==> config.mk <==
export PLATFORM = sky130hd
export DESIGN_NAME = atp_timer_ctrl
export DESIGN_NICKNAME = d
export VERILOG_FILES = /design/src/hdl/atp_prescaler.v /design/src/hdl/atp_timer_ctrl.v
export VERILOG_INCLUDE_DIRS = /design/src /design/src/hdl
export SDC_FILE = /design/constraint.sdc
export NUM_CORES = 1
export LEC_CHECK = 0
export BUFFER_PORTS_ARGS = -buffer_cell sky130_fd_sc_hd__buf_4
export CAP_MARGIN = 20
export CORE_MARGIN = 3
export CORE_UTILIZATION = 31
export CTS_BUF_LIST = sky130_fd_sc_hd__clkbuf_8
export DETAILED_ROUTE_END_ITERATION = 12
export PLACE_DENSITY = 0.47
export SLEW_MARGIN = 20
export SYNTH_ARGS = -nofsm -noshare
export SYNTH_HDL_FRONTEND = slang
export SYNTH_HIERARCHICAL = 1
export SYNTH_SLANG_ARGS = --single-unit
==> constraint.sdc <==
create_clock -name i_ref_clk -period 2.7 [get_ports i_ref_clk]
set_input_delay 0.81 -clock i_ref_clk [delete_from_list [all_inputs] [get_ports i_ref_clk]]
set_output_delay 0.81 -clock i_ref_clk [all_outputs]
set_load 0.02 [all_outputs]
==> src/hdl/atp_regs.vh <==
// Functional notes
// - Timer source is the system clock; async select switches it to the oscillator pin.
// - While async select is set, both oscillator pins are detached from the port.
// - Prescaler offers stop, undivided, and divide by 8, 32, 64, 128, 256, 1024.
// - Writing one to the async prescaler reset bit resets the async prescaler.
// - A nonzero compare-output field overrides the pin's port function, except 01 in PWM modes where that code does not toggle; direction stays software's.
// - Non-PWM modes: 00 off, 01 toggle, 10 clear, 11 set on compare match.
// - Fast PWM A: 01 toggles only with high mode bit; 10 clear-match/set-bottom; 11 inverse.
// - Fast PWM B: 01 reserved; 10 clear-match/set-bottom; 11 set-match/clear-bottom.
// - Fast PWM: compare A equal TOP with upper bit set ignores match; action at BOTTOM.
// - Phase PWM A: 01 toggles only with high bit; 10 clear up, set down; 11 inverse.
// - Phase PWM B: 01 reserved; 10 clear up-match, set down-match; 11 opposite.
// - Phase PWM: compare equal TOP with upper bit set ignores match; action at TOP.
// - Two low mode bits plus one high mode bit select one of eight modes.
// - Modes: 0 normal, 1 phase, 2 CTC, 3 fast, 5 phase-A, 7 fast-A; 4,6 reserved.
// - Compare update immediate, at TOP or BOTTOM by mode; overflow at MAX, BOTTOM or TOP.
// - Clock select 0 stop, 1 undivided, 2..7 divide by 8,32,64,128,256,1024.
// - Force strobe acts only in non-PWM modes, no interrupt, no clear, reads zero.
// - Async mode control writes go through holding register, commit after two oscillator edges.
`ifndef ATP_REGS_VH
`define ATP_REGS_VH

`define ATP_ADDR_OUT_MODE   8'hB0
`define ATP_ADDR_CLK_FORCE  8'hB1
`define ATP_RST_OUT_MODE    8'h00
`define ATP_RST_CLK_FORCE   8'h00

// Output mode control register fields
`define ATP_COM_A_HI        7
`define ATP_COM_A_LO        6
`define ATP_COM_B_HI        5
`define ATP_COM_B_LO        4
`define ATP_WGM_HI          1
`define ATP_WGM_LO          0
`define ATP_OUT_MODE_MASK   8'hF3

// Clock and force control register fields
`define ATP_FORCE_A         7
`define ATP_FORCE_B         6
`define ATP_WGM_TOP_BIT     3
`define ATP_CS_HI           2
`define ATP_CS_LO           0
`define ATP_CLK_FORCE_MASK  8'h0F

`define ATP_VAL_MAX         8'hFF
`define ATP_VAL_BOTTOM      8'h00

`define ATP_MODE_NORMAL     3'h0
`define ATP_MODE_PHASE_FF   3'h1
`define ATP_MODE_CTC        3'h2
`define ATP_MODE_FAST_FF    3'h3
`define ATP_MODE_RSVD4      3'h4
`define ATP_MODE_PHASE_A    3'h5
`define ATP_MODE_RSVD6      3'h6
`define ATP_MODE_FAST_A     3'h7

`define ATP_COM_OFF         2'h0
`define ATP_COM_TOGGLE      2'h1
`define ATP_COM_CLEAR       2'h2
`define ATP_COM_SET         2'h3

`define ATP_SYNC_EDGES      2'h2
`define ATP_PRESC_WIDTH     10

`endif

==> src/hdl/atp_prescaler.v <==
`timescale 1ns/1ps
`include "atp_regs.vh"

module atp_prescaler #(
  parameter W = `ATP_PRESC_WIDTH
) (
  input  wire       i_ref_clk,
  input  wire       i_arst_n,
  input  wire       i_clk_en,
  input  wire       i_src_tick,
  input  wire       i_clear,
  input  wire [2:0] i_sel,
  output reg        o_tick
);

  reg [W-1:0] cnt_r;
  reg [W-1:0] mask;

  always @* begin
    case (i_sel)
      3'h2:    mask = 10'h007;
      3'h3:    mask = 10'h01F;
      3'h4:    mask = 10'h03F;
      3'h5:    mask = 10'h07F;
      3'h6:    mask = 10'h0FF;
      3'h7:    mask = 10'h3FF;
      default: mask = 10'h000;
    endcase
  end

  always @* begin
    if (i_clear || i_sel == 3'h0) begin
      o_tick = 1'b0;
    end else if (i_sel == 3'h1) begin
      o_tick = i_src_tick;
    end else begin
      o_tick = i_src_tick && ((cnt_r & mask) == mask);
    end
  end

  always @(posedge i_ref_clk or negedge i_arst_n) begin
    if (!i_arst_n) begin
      cnt_r <= {W{1'b0}};
    end else if (i_clk_en) begin
      if (i_clear) begin
        cnt_r <= {W{1'b0}};
      end else if (i_src_tick) begin
        cnt_r <= cnt_r + {{(W-1){1'b0}}, 1'b1};
      end
    end
  end

endmodule

==> src/hdl/atp_timer_ctrl.v <==
`timescale 1ns/1ps
`include "atp_regs.vh"

module atp_timer_ctrl (
  input  wire       i_ref_clk,
  input  wire       i_arst_n,
  input  wire       i_clk_en,
  input  wire [7:0] i_io_addr,
  input  wire [7:0] i_io_wdata,
  input  wire       i_io_wr,
  input  wire       i_io_rd,
  input  wire       i_async_clock_select,
  input  wire       i_async_prescaler_reset,
  input  wire       i_osc_in_pin,
  input  wire [7:0] i_counter_value,
  input  wire       i_counting_down,
  input  wire       i_count_step,
  input  wire [7:0] i_compare_value_a,
  input  wire [7:0] i_compare_value_b,
  output reg  [7:0] o_io_rdata,
  output reg        o_osc_pins_detached,
  output reg        o_timer_tick,
  output reg  [2:0] o_waveform_mode,
  output reg  [7:0] o_top_value,
  output reg        o_count_updown,
  output reg        o_clear_on_top,
  output reg        o_compare_load,
  output reg        o_overflow_flag_set,
  output reg        o_match_a,
  output reg        o_match_b,
  output reg        o_compare_output_pin_a,
  output reg        o_compare_output_pin_b,
  output reg        o_pin_override_a,
  output reg        o_pin_override_b,
  output reg        o_out_mode_busy,
  output reg        o_clk_force_busy
);

  ////////////////////////////////////////////////////////////////////////////
  // Oscillator pin synchroniser and edge detect
  reg       osc_s1_r;
  reg       osc_s2_r;
  reg       osc_s3_r;
  wire      osc_rise;

  always @(posedge i_ref_clk or negedge i_arst_n) begin
    if (!i_arst_n) begin
      osc_s1_r <= 1'b0;
      osc_s2_r <= 1'b0;
      osc_s3_r <= 1'b0;
    end else if (i_clk_en) begin
      osc_s1_r <= i_osc_in_pin;
      osc_s2_r <= osc_s1_r;
      osc_s3_r <= osc_s2_r;
    end
  end

  assign osc_rise = osc_s2_r & ~osc_s3_r;

  ////////////////////////////////////////////////////////////////////////////
  // Control registers with holding stage for async mode
  reg [7:0] out_mode_r;
  reg [7:0] clk_force_r;
  reg [7:0] out_mode_hold_r;
  reg [7:0] clk_force_hold_r;
  reg       out_mode_pend_r;
  reg       clk_force_pend_r;
  reg [1:0] out_mode_edges_r;
  reg [1:0] clk_force_edges_r;
  reg [1:0] force_pulse_r;
  wire      wr_out_mode;
  wire      wr_clk_force;
  wire      commit_out_mode;
  wire      commit_clk_force;
  wire [2:0] mode_after;

  assign wr_out_mode  = i_io_wr && (i_io_addr == `ATP_ADDR_OUT_MODE);
  assign wr_clk_force = i_io_wr && (i_io_addr == `ATP_ADDR_CLK_FORCE);

  // In sync mode a write lands at once; async waits for two oscillator edges
  assign commit_out_mode  = out_mode_pend_r && osc_rise &&
                            (out_mode_edges_r == (`ATP_SYNC_EDGES - 2'h1));
  assign commit_clk_force = clk_force_pend_r && osc_rise &&
                            (clk_force_edges_r == (`ATP_SYNC_EDGES - 2'h1));

  // Mode held in the control registers now, before this cycle's commits, for the mode decode
  assign mode_after = {clk_force_r[`ATP_WGM_TOP_BIT], out_mode_r[`ATP_WGM_HI:`ATP_WGM_LO]};

  always @(posedge i_ref_clk or negedge i_arst_n) begin
    if (!i_arst_n) begin
      out_mode_r        <= `ATP_RST_OUT_MODE;
      clk_force_r       <= `ATP_RST_CLK_FORCE;
      out_mode_hold_r   <= `ATP_RST_OUT_MODE;
      clk_force_hold_r  <= `ATP_RST_CLK_FORCE;
      out_mode_pend_r   <= 1'b0;
      clk_force_pend_r  <= 1'b0;
      out_mode_edges_r  <= 2'h0;
      clk_force_edges_r <= 2'h0;
      force_pulse_r     <= 2'h0;
    end else if (i_clk_en) begin
      force_pulse_r <= 2'h0;
      // Output mode control register
      if (wr_out_mode && !i_async_clock_select) begin
        out_mode_r      <= i_io_wdata & `ATP_OUT_MODE_MASK;
        out_mode_pend_r <= 1'b0;
      end else if (wr_out_mode) begin
        out_mode_hold_r  <= i_io_wdata & `ATP_OUT_MODE_MASK;
        out_mode_pend_r  <= 1'b1;
        out_mode_edges_r <= 2'h0;
      end else if (commit_out_mode) begin
        out_mode_r      <= out_mode_hold_r;
        out_mode_pend_r <= 1'b0;
      end else if (out_mode_pend_r && osc_rise) begin
        out_mode_edges_r <= out_mode_edges_r + 2'h1;
      end
      // Clock and force control register; force bits stored only in the async holding register
      if (wr_clk_force && !i_async_clock_select) begin
        clk_force_r      <= i_io_wdata & `ATP_CLK_FORCE_MASK;
        clk_force_pend_r <= 1'b0;
        if (!mode_is_pwm({i_io_wdata[`ATP_WGM_TOP_BIT], out_mode_r[`ATP_WGM_HI:`ATP_WGM_LO]})) begin
          force_pulse_r <= {i_io_wdata[`ATP_FORCE_A], i_io_wdata[`ATP_FORCE_B]};
        end
      end else if (wr_clk_force) begin
        clk_force_hold_r  <= i_io_wdata;
        clk_force_pend_r  <= 1'b1;
        clk_force_edges_r <= 2'h0;
      end else if (commit_clk_force) begin
        clk_force_r      <= clk_force_hold_r & `ATP_CLK_FORCE_MASK;
        clk_force_pend_r <= 1'b0;
        if (!mode_is_pwm({clk_force_hold_r[`ATP_WGM_TOP_BIT], out_mode_r[`ATP_WGM_HI:`ATP_WGM_LO]})) begin
          force_pulse_r <= {clk_force_hold_r[`ATP_FORCE_A], clk_force_hold_r[`ATP_FORCE_B]};
        end
      end else if (clk_force_pend_r && osc_rise) begin
        clk_force_edges_r <= clk_force_edges_r + 2'h1;
      end
    end
  end

  ////////////////////////////////////////////////////////////////////////////
  // Mode decode
  function mode_is_pwm;
    input [2:0] m;
    begin
      mode_is_pwm = (m == `ATP_MODE_PHASE_FF) || (m == `ATP_MODE_PHASE_A) ||
                    (m == `ATP_MODE_FAST_FF) || (m == `ATP_MODE_FAST_A);
    end
  endfunction

  wire       is_nonpwm;
  wire       is_fast;
  wire       is_phase;
  wire       top_from_a;
  wire [7:0] top_val;
  wire       at_bottom;
  wire       at_top;
  wire       at_max;

  assign is_nonpwm  = (mode_after == `ATP_MODE_NORMAL) || (mode_after == `ATP_MODE_CTC);
  assign is_fast    = (mode_after == `ATP_MODE_FAST_FF) || (mode_after == `ATP_MODE_FAST_A);
  assign is_phase   = (mode_after == `ATP_MODE_PHASE_FF) || (mode_after == `ATP_MODE_PHASE_A);
  assign top_from_a = (mode_after == `ATP_MODE_CTC) || (mode_after == `ATP_MODE_PHASE_A) ||
                      (mode_after == `ATP_MODE_FAST_A);
  assign top_val    = top_from_a ? i_compare_value_a : `ATP_VAL_MAX;
  assign at_bottom  = i_count_step && (i_counter_value == `ATP_VAL_BOTTOM);
  assign at_top     = i_count_step && (i_counter_value == top_val);
  assign at_max     = i_count_step && (i_counter_value == `ATP_VAL_MAX);

  ////////////////////////////////////////////////////////////////////////////
  // Clock source and prescaler
  wire src_tick;
  wire presc_tick;

  // Source clock is the system clock unless the oscillator pin is selected
  assign src_tick = i_async_clock_select ? osc_rise : 1'b1;

  atp_prescaler #(
    .W (`ATP_PRESC_WIDTH)
  ) u_presc (
    .i_ref_clk  (i_ref_clk),
    .i_arst_n   (i_arst_n),
    .i_clk_en   (i_clk_en),
    .i_src_tick (src_tick),
    .i_clear    (i_async_prescaler_reset),
    .i_sel      (clk_force_r[`ATP_CS_HI:`ATP_CS_LO]),
    .o_tick     (presc_tick)
  );

  ////////////////////////////////////////////////////////////////////////////
  // Compare output waveform, one slice per channel (0 = A, 1 = B)
  wire [1:0] pin_q;
  wire [1:0] ovr_nxt;
  wire [1:0] match_ev;
  wire [15:0] cmp_pair;
  wire [3:0]  com_pair;

  assign cmp_pair = {i_compare_value_b, i_compare_value_a};
  assign com_pair = {out_mode_r[`ATP_COM_B_HI:`ATP_COM_B_LO], out_mode_r[`ATP_COM_A_HI:`ATP_COM_A_LO]};

  genvar ch;
  generate
    for (ch = 0; ch < 2; ch = ch + 1) begin : g_ch
      wire [7:0] cmp;
      wire [1:0] com;
      wire       code1_live;
      wire       top_special;
      wire       hit;
      wire       frc;
      reg        pin_r;
      reg        pin_nxt;

      assign cmp = cmp_pair[8*ch +: 8];
      assign com = com_pair[2*ch +: 2];
      // Code 01 in PWM toggles only on channel A with the high mode bit set
      assign code1_live  = (ch == 0) && clk_force_r[`ATP_WGM_TOP_BIT];
      assign top_special = (cmp == top_val) && com[1] && ((ch == 0) || is_phase);
      assign hit         = i_count_step && (i_counter_value == cmp);
      assign frc         = (ch == 0) ? force_pulse_r[1] : force_pulse_r[0];
      assign match_ev[ch] = hit;
      assign ovr_nxt[ch]  = (com != `ATP_COM_OFF) &&
                            !(!is_nonpwm && (com == `ATP_COM_TOGGLE) && !code1_live);
      assign pin_q[ch]    = pin_r;

      always @* begin
        pin_nxt = pin_r;
        if (is_nonpwm) begin
          if (hit || frc) begin
            case (com)
              `ATP_COM_TOGGLE: pin_nxt = ~pin_r;
              `ATP_COM_CLEAR:  pin_nxt = 1'b0;
              `ATP_COM_SET:    pin_nxt = 1'b1;
              default:         pin_nxt = pin_r;
            endcase
          end
        end else if (is_fast) begin
          case (com)
            `ATP_COM_TOGGLE: begin
              if (hit && code1_live) pin_nxt = ~pin_r;
            end
            `ATP_COM_CLEAR: begin
              if (hit && !top_special) pin_nxt = 1'b0;
              else if (at_bottom) pin_nxt = 1'b1;
            end
            `ATP_COM_SET: begin
              if (hit && !top_special) pin_nxt = 1'b1;
              else if (at_bottom) pin_nxt = 1'b0;
            end
            default: pin_nxt = pin_r;
          endcase
        end else if (is_phase) begin
          case (com)
            `ATP_COM_TOGGLE: begin
              if (hit && code1_live) pin_nxt = ~pin_r;
            end
            `ATP_COM_CLEAR: begin
              if (top_special) begin
                if (at_top) pin_nxt = 1'b1;
              end else if (hit) begin
                pin_nxt = i_counting_down;
              end
            end
            `ATP_COM_SET: begin
              if (top_special) begin
                if (at_top) pin_nxt = 1'b0;
              end else if (hit) begin
                pin_nxt = ~i_counting_down;
              end
            end
            default: pin_nxt = pin_r;
          endcase
        end
      end

      always @(posedge i_ref_clk or negedge i_arst_n) begin
        if (!i_arst_n) begin
          pin_r <= 1'b0;
        end else if (i_clk_en) begin
          pin_r <= pin_nxt;
        end
      end
    end
  endgenerate

  ////////////////////////////////////////////////////////////////////////////
  // Update and overflow event decode
  reg  load_nxt;
  reg  ovf_nxt;

  always @* begin
    load_nxt = 1'b0;
    ovf_nxt  = 1'b0;
    if (is_phase) begin
      load_nxt = at_top;
      ovf_nxt  = at_bottom;
    end else if (is_fast) begin
      load_nxt = at_bottom;
      ovf_nxt  = (mode_after == `ATP_MODE_FAST_A) ? at_top : at_max;
    end else begin
      // Reserved codes behave as normal counting, no waveform
      load_nxt = 1'b1;
      ovf_nxt  = at_max;
    end
  end

  ////////////////////////////////////////////////////////////////////////////
  // Registered outputs
  always @(posedge i_ref_clk or negedge i_arst_n) begin
    if (!i_arst_n) begin
      o_io_rdata             <= 8'h00;
      o_osc_pins_detached    <= 1'b0;
      o_timer_tick           <= 1'b0;
      o_waveform_mode        <= 3'h0;
      o_top_value            <= `ATP_VAL_MAX;
      o_count_updown         <= 1'b0;
      o_clear_on_top         <= 1'b0;
      o_compare_load         <= 1'b1;
      o_overflow_flag_set    <= 1'b0;
      o_match_a              <= 1'b0;
      o_match_b              <= 1'b0;
      o_compare_output_pin_a <= 1'b0;
      o_compare_output_pin_b <= 1'b0;
      o_pin_override_a       <= 1'b0;
      o_pin_override_b       <= 1'b0;
      o_out_mode_busy        <= 1'b0;
      o_clk_force_busy       <= 1'b0;
    end else if (i_clk_en) begin
      if (i_io_rd && i_io_addr == `ATP_ADDR_OUT_MODE) begin
        o_io_rdata <= out_mode_r;
      end else if (i_io_rd && i_io_addr == `ATP_ADDR_CLK_FORCE) begin
        o_io_rdata <= clk_force_r;
      end else begin
        o_io_rdata <= 8'h00;
      end
      o_osc_pins_detached    <= i_async_clock_select;
      o_timer_tick           <= presc_tick;
      o_waveform_mode        <= mode_after;
      o_top_value            <= top_val;
      o_count_updown         <= is_phase;
      o_clear_on_top         <= top_from_a && !is_phase;
      o_compare_load         <= load_nxt;
      o_overflow_flag_set    <= ovf_nxt;
      // Forced compares never reach the match outputs, so no interrupt
      o_match_a              <= match_ev[0];
      o_match_b              <= match_ev[1];
      o_compare_output_pin_a <= pin_q[0];
      o_compare_output_pin_b <= pin_q[1];
      o_pin_override_a       <= ovr_nxt[0];
      o_pin_override_b       <= ovr_nxt[1];
      o_out_mode_busy        <= out_mode_pend_r;
      o_clk_force_busy       <= clk_force_pend_r;
    end
  end

endmodule

==> results of run 1 <==
worst paths after layout:
kind / end / slack [ns] / cells after the start
worst max-delay path: g_ch[1].pin_r$_DFFE_PN0P_ / 0.24 / 8
worst min-delay path: out_mode_hold_r[4]$_DFFE_PN0P_ / 0.44 / 1
worst max register to register: g_ch[1].pin_r$_DFFE_PN0P_ / 0.24 / 8
worst min register to register: o_top_value[7]$_DFFE_PN1P_ / 0.49 / 2
max in group asynchronous: o_top_value[1]$_DFFE_PN1P_ / 1.59 / 2
min in group i_ref_clk: o_top_value[7]$_DFFE_PN1P_ / 0.49 / 2
sequential cells by signal (all words and copies together) (netlist names), 2 cells and up:
| register | count |
|---|---|
| clk_force_edges_r | 2 |
| u_presc/cnt_r | 10 |
| o_top_value | 8 |
| out_mode_hold_r | 6 |
| clk_force_r | 4 |
| clk_force_hold_r | 6 |
| o_waveform_mode | 3 |
| out_mode_edges_r | 2 |
| out_mode_r | 6 |
| g_ch.pin_r | 2 |
| o_io_rdata | 8 |
| force_pulse_r | 2 |
where the power goes:
group	switching, mW	total (mW)	internal (mW)
logic	0.159	0.283	0.124
registers	0.0190	1.21	1.19
clock network	0.438	0.914	0.476
total	0.617	2.41	1.79
cell usage in the layout (no fill, tap or decap), drive strengths merged, types with 4 or more instances in the layout:
cell type / n
a211oi: 4
a21o: 4
a21oi: 23
a31oi: 8
and2: 7
and3: 6
buf: 104
clkbuf: 11
dfrtp: 69
dfstp: 9
inv: 23
mux2: 26
mux2i: 15
nand2: 43
nand2b: 8
nand3: 10
nand3b: 6
nand4: 10
nand4b: 4
nor2: 34
nor3b: 4
nor4: 9
o21ai: 43
o22ai: 5
xnor2: 7
xor2: 9
Yosys cell counts (4+ instances only):
master / n
nand4_1: 10
nand2b_1: 8
nor4_1: 7
buf_2: 4
mux2_2: 25
o21ai_0: 40
a21oi_1: 22
xor2_1: 9
mux2i_1: 15
a21o_1: 4
dfrtp_1: 69
nand3b_1: 6
nand2_1: 43
a31oi_1: 8
o22ai_1: 5
nor2_1: 33
nand3_1: 10
clkbuf_1: 15
inv_1: 23
and2_1: 6
nand4b_1: 4
dfstp_2: 9
xnor2_1: 7
and3_1: 6
layer usage:
metal,global-route usage [%],part of all wire [%]
met1,22.4,48
met2,26.0,46
met3,4.20,5.0
met4,4.32,0.92
met5,0,0
logic make-up (layout without fill, tap and decap cells):
| kind of cell | Yosys count | count (layout) | synth area share, % |
|---|---|---|---|
| xor gates and xnor gates | 16 | 16 | 3.22 |
| adders and majority gates | 3 | 3 | 0.862 |
| buffers and inverters | 44 | 143 | 3.91 |
| and+or+nand+nor | 159 | 159 | 19.5 |
| DFF | 78 | 78 | 45.1 |
| muxes | 41 | 41 | 10.2 |
| AOI/OAI and AO/OA | 118 | 118 | 17.2 |
through the flow:
step | area [sq um] | util, % | power (mW) | hold WS, ns
after CTS | 5490 | 40.7 | 2.46 | 0.439
after global routing | 5490 | 40.7 | 2.54 | 0.455
final | 5490 | 40.7 | 2.41 | 0.438
after global placement | 5290 | 39.1 | 1.52 | 0.466
after detailed placement | 5290 | 39.1 | 1.52 | 0.480
after floorplan | 4360 | - | 1.36 | 0.468
area by class of cell:
class                   instances  share of cell area (%)
flip-flops and latches         78                    35.7
inverters                      23                    1.57
clock inverters                 5                    1.05
multi-input cells             337                    40.4
well taps                     176                    4.01
repair buffers                104                    14.4
clock buffers                  11                    2.76
==> qor.csv, run 1 <==
metric;value;unit
Post-CTS Setup Bufs;0;
CTS Hold Bufs;0;
Resize count post-CTS;0;
Syn Area/Cell;9.49;sq um
WL final;12.3;mm
IO Pins;83;
worst vdd ir;215;uV
outcome;completed;
Die ar.;15500;sq um
buffer depth of the longest clock path;2;
CP max stage cell;dfrtp_1;
pre-CTS WS;-0.0731;ns
CTS buffer count;9;
Seq/Total Area, Yosys;45.1;%
CP required;2.97;ns
Post-synth ARST share;100;%
Worst Path Class, Setup;flip-flop to flip-flop;
GP Congestion;0.885;
worst-margin pin slew;0.566;ns
wire per inst;16.8;um
Die X;125;um
Multi-input gate area;2220;sq um
share of layout cells above drive strength 1;28.9;%
grt total ovfl;0;
final setup violation count;0;
synth top area cells;dfrtp_1 (40%), mux2_2 (6.5%), dfstp_2 (5.4%);
first-pass iteration count of the detailed router;4;
Hold WC Path Type;input pin to asynchronous set/reset pin;
Initial Util;32.2;%
Reg clk slew, reported paths;0.09;ns
Mapped Cells;459;
Setup Skew;0.0115;ns
type of origin of the critical path;flip-flop;
Ant. Diodes;0;
clk sink count;78;
Post-DP HPWL;9.37;mm
critical path capture point type;flip-flop;
Max FO, Critical Path;7;
LEAKAGE;2.43;nW
CP peak stage delay;0.45;ns
syn nets;512;
post-layout min period;2.46;ns
Final Non-Filler Cells;734;
row count;42;
filler cell count;1413;
Fin. Hold Viols;0;
largest area contributor in the netlist;dfrtp_1;
max_slew headroom;62.3;%
clk root buf;clkbuf_8;
Synth top area share;39.6;%
TNS Setup;0;ns
CTS tree;yes;
area grow syn2layout;26.1;%
vias in the first global route;3952;
Die Y;125;um
Worst EP arrival;2.73;ns
DR vias/cell;5.17;
CTS H-tree lvls;3;
largest net degree at the start of global routing;45;
register area;1960;sq um
Power Density;439;nW/um^2
Setup crit start;clk_force_r[3]$_DFFE_PN0P_;
Overall Global Routing Usage;16.4;%
R2R Path Start;clk_force_r[3]$_DFFE_PN0P_;
Vias;3792;
Core Box Area;13500;sq um
Tcrit/Tclk final;91.2;%
Post-synth EDFFs;0;
Initial DRC Count;218;
first-pass GRT wire length;20.6;mm
Layout Nets;606;
cells along the critical path;and2_1, nor2_1, buf_4, nor4_1, a311o_1, a31oi_1, mux2_1, a41oi_1;
placed cells;718;
Synth Register Bits;78;
initial antenna violation count;0;
post-synth cell types;66;
RSZ-0062 raised after global routing;false;
Final WS setup;0.238;ns
number of port buffers;82;
Synth Warn #;6;
# DRC;0;
Cell Area, Synth;4360;sq um
ANT nets after route;0;
Slew Limit Fails;0;
FMAX;406;MHz
worst-skew pair later-pin latency;0.36;ns
family with the most delay on the worst path;compound AO/OA/AOI/OAI gates;
worst path bufs/invs;1;
Max-Cap Viols;0;
top_reg_cell synth;dfrtp_1;
No activity file was read; power rests on OpenSTA's default activity.
==> run 2, diff against run 1 <==
--- a/config.mk
+++ b/config.mk
@@ -6,13 +6,13 @@
 export SDC_FILE = /design/constraint.sdc
 export NUM_CORES = 1
 export LEC_CHECK = 0
-export BUFFER_PORTS_ARGS = -buffer_cell sky130_fd_sc_hd__buf_4
 export CAP_MARGIN = 20
 export CORE_MARGIN = 3
 export CORE_UTILIZATION = 31
 export CTS_BUF_LIST = sky130_fd_sc_hd__clkbuf_8
 export DETAILED_ROUTE_END_ITERATION = 12
-export PLACE_DENSITY = 0.47
+export DONT_BUFFER_PORTS = 1
+export PLACE_DENSITY = 0.42
 export SLEW_MARGIN = 20
 export SYNTH_ARGS = -nofsm -noshare
 export SYNTH_HDL_FRONTEND = slang
==> qor.csv, run 2 (synthesis results as in run 1) <==
metric;value;unit
initial antenna violation count;0;
Setup Skew;0.0128;ns
clk root buf;clkbuf_8;
total chip power;2.20;mW
Initial DRC Count;245;
CTS H-tree lvls;3;
GP Congestion;0.914;
worst-margin pin slew;0.470;ns
Final Non-Filler Cells;645;
critical path capture point type;flip-flop;
switching power share of the total;26.4;%
cell internal pwr;1.62;mW
Worst Path Class, Setup;flip-flop to flip-flop;
most frequent cells in the layout;dfrtp_1 (69), nand2_1 (43), o21ai_0 (40);
TNS Setup;0;ns
CTS Hold Bufs;0;
Ant. Diodes;0;
outcome;completed;
Max FO, Critical Path;8;
worst vdd ir;189;uV
Largest register FFs;10;
Core Box Area;13500;sq um
Setup crit start;out_mode_r[0]$_DFFE_PN0P_;
CTS buffer count;9;
Max-Cap Viols;0;
CTS tree;yes;
row count;42;
worst reg2reg endpoint;g_ch[0].pin_r$_DFFE_PN0P_;
RSZ-0062 raised after global routing;false;
clk sink count;78;
Logic pwr share;5.3;%
FMAX;411;MHz
area grow syn2layout;10.2;%
share of layout cells above drive strength 1;15.4;%
buffer depth of the longest clock path;2;
largest net degree at the start of global routing;79;
Post-DP HPWL;8.49;mm
placed cells;629;
post-layout min period;2.43;ns
# DRC;0;
FF-to-FF setup slack;0.27;ns
DR vias/cell;5.47;
Die Y;125;um
Reg clk slew, reported paths;0.10;ns
Power Density;459;nW/um^2
final setup violation count;0;
R2R Path Start;out_mode_r[0]$_DFFE_PN0P_;
CP required;2.96;ns
biggest regs;u_presc/cnt_r: 10 flops, o_io_rdata: 8 flops, o_top_value: 8 flops;
Die X;125;um
R2R depth;7;
Non-Filler Cell Area, Final;4800;sq um
first-pass iteration count of the detailed router;4;
final hold slack;0.116;ns
Most flops, register;u_presc/cnt_r;
first-pass GRT wire length;19.3;mm
wire per inst;18.3;um
Slew Limit Fails;0;
worst-skew pair later-pin latency;0.38;ns
Switch Pwr;582;uW
ANT nets after route;0;
max_slew headroom;68.5;%
power share of the clock group;39.0;%
Initial Util;32.2;%
Worst EP arrival;2.70;ns
WL final;11.8;mm
Resize count post-CTS;0;
Tcrit/Tclk final;90.1;%
commonest non-fill, non-tap cell in the layout;dfrtp_1;
Die ar.;15500;sq um
Hold WC Path Type;input pin to asynchronous set/reset pin;
Overall Global Routing Usage;15.6;%
LEAKAGE;1.99;nW
vias in the first global route;3500;
Layout Nets;517;
Fin. Hold Viols;0;
grt total ovfl;0;
Reg power frac;55.7;%
Area after DPL;4620;sq um
number of port buffers;0;
Post-CTS Setup Bufs;0;
IO Pins;83;
Vias;3527;
type of origin of the critical path;flip-flop;
## run 2: routing by layer
| metal | global-route usage (%) | vias up | wire, um |
|---|---|---|---|
| met4 | 6.51 | 0 | 229 |
| met3 | 4.63 | 16 | 802 |
| met5 | 0 | - | 0 |
| li1 | - | 1687 | - |
| met1 | 20.8 | 1726 | 5350 |
| met2 | 23.5 | 98 | 5420 |
## run 2: how the worst max path moves through the flow
stage / endpoint / slack [ns] / cells past startpoint
after floorplan: g_ch[0].pin_r$_DFFE_PN0P_ / 0.12 / 8
after global placement: g_ch[0].pin_r$_DFFE_PN0P_ / 0.10 / 8
after detailed placement: g_ch[0].pin_r$_DFFE_PN0P_ / 0.10 / 8
after CTS: g_ch[0].pin_r$_DFFE_PN0P_ / 0.29 / 7
after global routing: g_ch[0].pin_r$_DFFE_PN0P_ / 0.15 / 8
final: g_ch[0].pin_r$_DFFE_PN0P_ / 0.27 / 7
## run 2: per-stage QoR
stage	worst slack (ns)	utilization, %
5_1_grt	0.152	35.5
3_5_place_dp	0.104	34.2
3_3_place_gp	0.104	34.2
6_report	0.266	35.5
4_1_cts	0.292	35.5
2_1_floorplan	0.116	-
## run 2: layout make-up
class                      instances  area (sq um)
clock buffer                      10           138
timing repair buffer              15           125
sequential                        78          1960
tap                              176           220
clock inverter                     6          46.3
fill                            1402          8700
multi-input combinational        337          2220
inverter                          23          86.3
## run 2: power groups by stage
stage / sequential (mW) / clock [mW] / combinational [mW]
6_report: 1.23 / 0.859 / 0.117
5_1_grt: 1.23 / 0.941 / 0.132
4_1_cts: 1.23 / 0.895 / 0.118
3_5_place_dp: 1.25 / 0 / 0.118
3_3_place_gp: 1.25 / 0 / 0.116
2_1_floorplan: 1.24 / 0 / 0.116
## run 2: critical path: stages, from the launching register on
cell and delay [ns]:
dfrtp_1 0.44, or3b_1 0.56, nand4_1 0.17, nand3_1 0.09, o211a_1 0.18, a221o_1 0.35, nand4_1 0.10, or4b_1 0.43
==> run 3, diff against run 2 <==
--- a/config.mk
+++ b/config.mk
@@ -7,12 +7,15 @@
 export NUM_CORES = 1
 export LEC_CHECK = 0
 export CAP_MARGIN = 20
+export CELL_PAD_IN_SITES_DETAIL_PLACEMENT = 0
+export CELL_PAD_IN_SITES_GLOBAL_PLACEMENT = 1
 export CORE_MARGIN = 3
 export CORE_UTILIZATION = 31
 export CTS_BUF_LIST = sky130_fd_sc_hd__clkbuf_8
+export CTS_CLUSTER_SIZE = 14
 export DETAILED_ROUTE_END_ITERATION = 12
 export DONT_BUFFER_PORTS = 1
-export PLACE_DENSITY = 0.42
+export PLACE_DENSITY = 0.52
 export SLEW_MARGIN = 20
 export SYNTH_ARGS = -nofsm -noshare
 export SYNTH_HDL_FRONTEND = slang
==> qor.csv, run 3 (synthesis results as in run 1) <==
metric;value;unit
outcome;completed;
area grow syn2layout;10.0;%
Hold WC Path Type;input pin to asynchronous set/reset pin;
vias in the first global route;3557;
Resize count post-CTS;0;
Multi-input gate area;2220;sq um
Initial Util;32.2;%
Overall Global Routing Usage;16.2;%
first-pass iteration count of the detailed router;4;
Logic pwr share;5.2;%
final setup violation count;0;
switching power share of the total;23.6;%
power share of the clock group;40.5;%
filler cell count;1391;
row count;42;
most frequent cells in the layout;dfrtp_1 (69), nand2_1 (43), o21ai_0 (40);
WL final;12.2;mm
Tcrit/Tclk final;91.4;%
Setup Skew;0.00915;ns
Post-DP HPWL;8.72;mm
worst-margin pin slew;0.454;ns
RSZ-0062 raised after global routing;false;
final hold slack;0.133;ns
post-layout min period;2.47;ns
Worst EP arrival;2.71;ns
initial antenna violation count;0;
CTS H-tree lvls;3;
GP Congestion;0.829;
Ant. Diodes;0;
Largest register FFs;10;
Reg clk slew, reported paths;0.09;ns
grt total ovfl;0;
CTS tree;yes;
cell internal pwr;1.73;mW
Non-Filler Cell Area, Final;4790;sq um
type of origin of the critical path;flip-flop;
family with the most delay on the worst path;simple AND/OR/NAND/NOR gates;
Power Density;472;nW/um^2
FMAX;405;MHz
Slew Limit Fails;0;
number of port buffers;0;
CTS buffer count;9;
Reg power frac;54.2;%
LEAKAGE;1.99;nW
Max-Cap Viols;0;
Die X;125;um
Worst Path Class, Setup;flip-flop to flip-flop;
Fin. Hold Viols;0;
Vias;3452;
CTS Hold Bufs;0;
worst path bufs/invs;0;
cells along the critical path;or3b_1, nand4_1, nand3_1, o211a_1, a221o_1, nand4_1, or4b_1;
share of layout cells above drive strength 1;14.6;%
# DRC;0;
total chip power;2.26;mW
first-pass GRT wire length;20.1;mm
ANT nets after route;0;
Max FO, Critical Path;8;
clk root buf;clkbuf_8;
CP peak stage delay;0.58;ns
Final WS setup;0.233;ns
worst vdd ir;288;uV
DR vias/cell;5.37;
Post-CTS Setup Bufs;0;
instance count on the critical path;7;
critical path capture point type;flip-flop;
Switch Pwr;534;uW
R2R depth;7;
CP most frequent cell;nand4_1;
IO Pins;83;
TNS Setup;0;ns
clk sink count;78;
Die ar.;15500;sq um
Most flops, register;u_presc/cnt_r;
CP max stage cell;or3b_1;
max_slew headroom;69.5;%
worst-skew pair later-pin latency;0.37;ns
CP required;2.95;ns
Die Y;125;um
biggest regs;u_presc/cnt_r: 10 flops, o_io_rdata: 8 flops, o_top_value: 8 flops;
pre-CTS WS;0.0358;ns
wire per inst;18.9;um
buffer depth of the longest clock path;2;
Core Box Area;13500;sq um
Area after DPL;4590;sq um
largest net degree at the start of global routing;79;
commonest non-fill, non-tap cell in the layout;dfrtp_1;
Initial DRC Count;184;
register area;1960;sq um
Layout Nets;515;
[run 3: per-layer routing]
| layer | vias up | global-route usage [%] | part of all wire (%) |
|---|---|---|---|
| li1 | 1678 | - | - |
| met5 | - | 0 | 0 |
| met1 | 1683 | 21.3 | 46 |
| met4 | 0 | 4.06 | 1.2 |
| met2 | 81 | 25.4 | 47 |
| met3 | 10 | 6.09 | 6.2 |
[run 3: final cells by class]
cell class              count  area share (%)
multi-input cells         337            46.4
flip-flops and latches     78            41.0
well taps                 176            4.60
clock buffers              11            3.16
repair buffers             13            2.04
inverters                  23            1.80
clock inverters             5            1.04
[run 3: through the flow]
step           instances  util (%)
5_1_grt              643      35.5
6_report             643      35.5
3_3_place_gp         627      34.0
2_1_floorplan        459         -
4_1_cts              643      35.5
3_5_place_dp         627      34.0
[run 3: final timing paths]
check | from | to | slack [ns]
worst max-delay path | out_mode_r[0]$_DFFE_PN0P_ | g_ch[0].pin_r$_DFFE_PN0P_ | 0.23
worst min-delay path | i_arst_n | o_match_b$_DFFE_PN0P_ | 0.13
worst max register to register | out_mode_r[0]$_DFFE_PN0P_ | g_ch[0].pin_r$_DFFE_PN0P_ | 0.23
worst min register to register | clk_force_hold_r[7]$_DFFE_PN0P_ | clk_force_hold_r[7]$_DFFE_PN0P_ | 0.51
max in group asynchronous | i_arst_n | o_top_value[3]$_DFFE_PN1P_ | 2.30
min in group i_ref_clk | i_clk_en | o_top_value[0]$_DFFE_PN1P_ | 0.51
[run 3: worst register-to-register path, cell delays in order, from the launching register on]
cell     delay (ns)
dfrtp_1        0.46
or3b_1         0.58
nand4_1        0.17
nand3_1        0.09
o211a_1        0.17
a221o_1        0.36
nand4_1        0.10
or4b_1         0.43
[run 3: power groups by stage]
stage | logic (mW) | registers, mW | clock network (mW)
2_1_floorplan | 0.116 | 1.24 | 0
3_3_place_gp | 0.117 | 1.25 | 0
3_5_place_dp | 0.119 | 1.25 | 0
4_1_cts | 0.119 | 1.23 | 0.972
5_1_grt | 0.134 | 1.23 | 1.02
6_report | 0.118 | 1.23 | 0.916
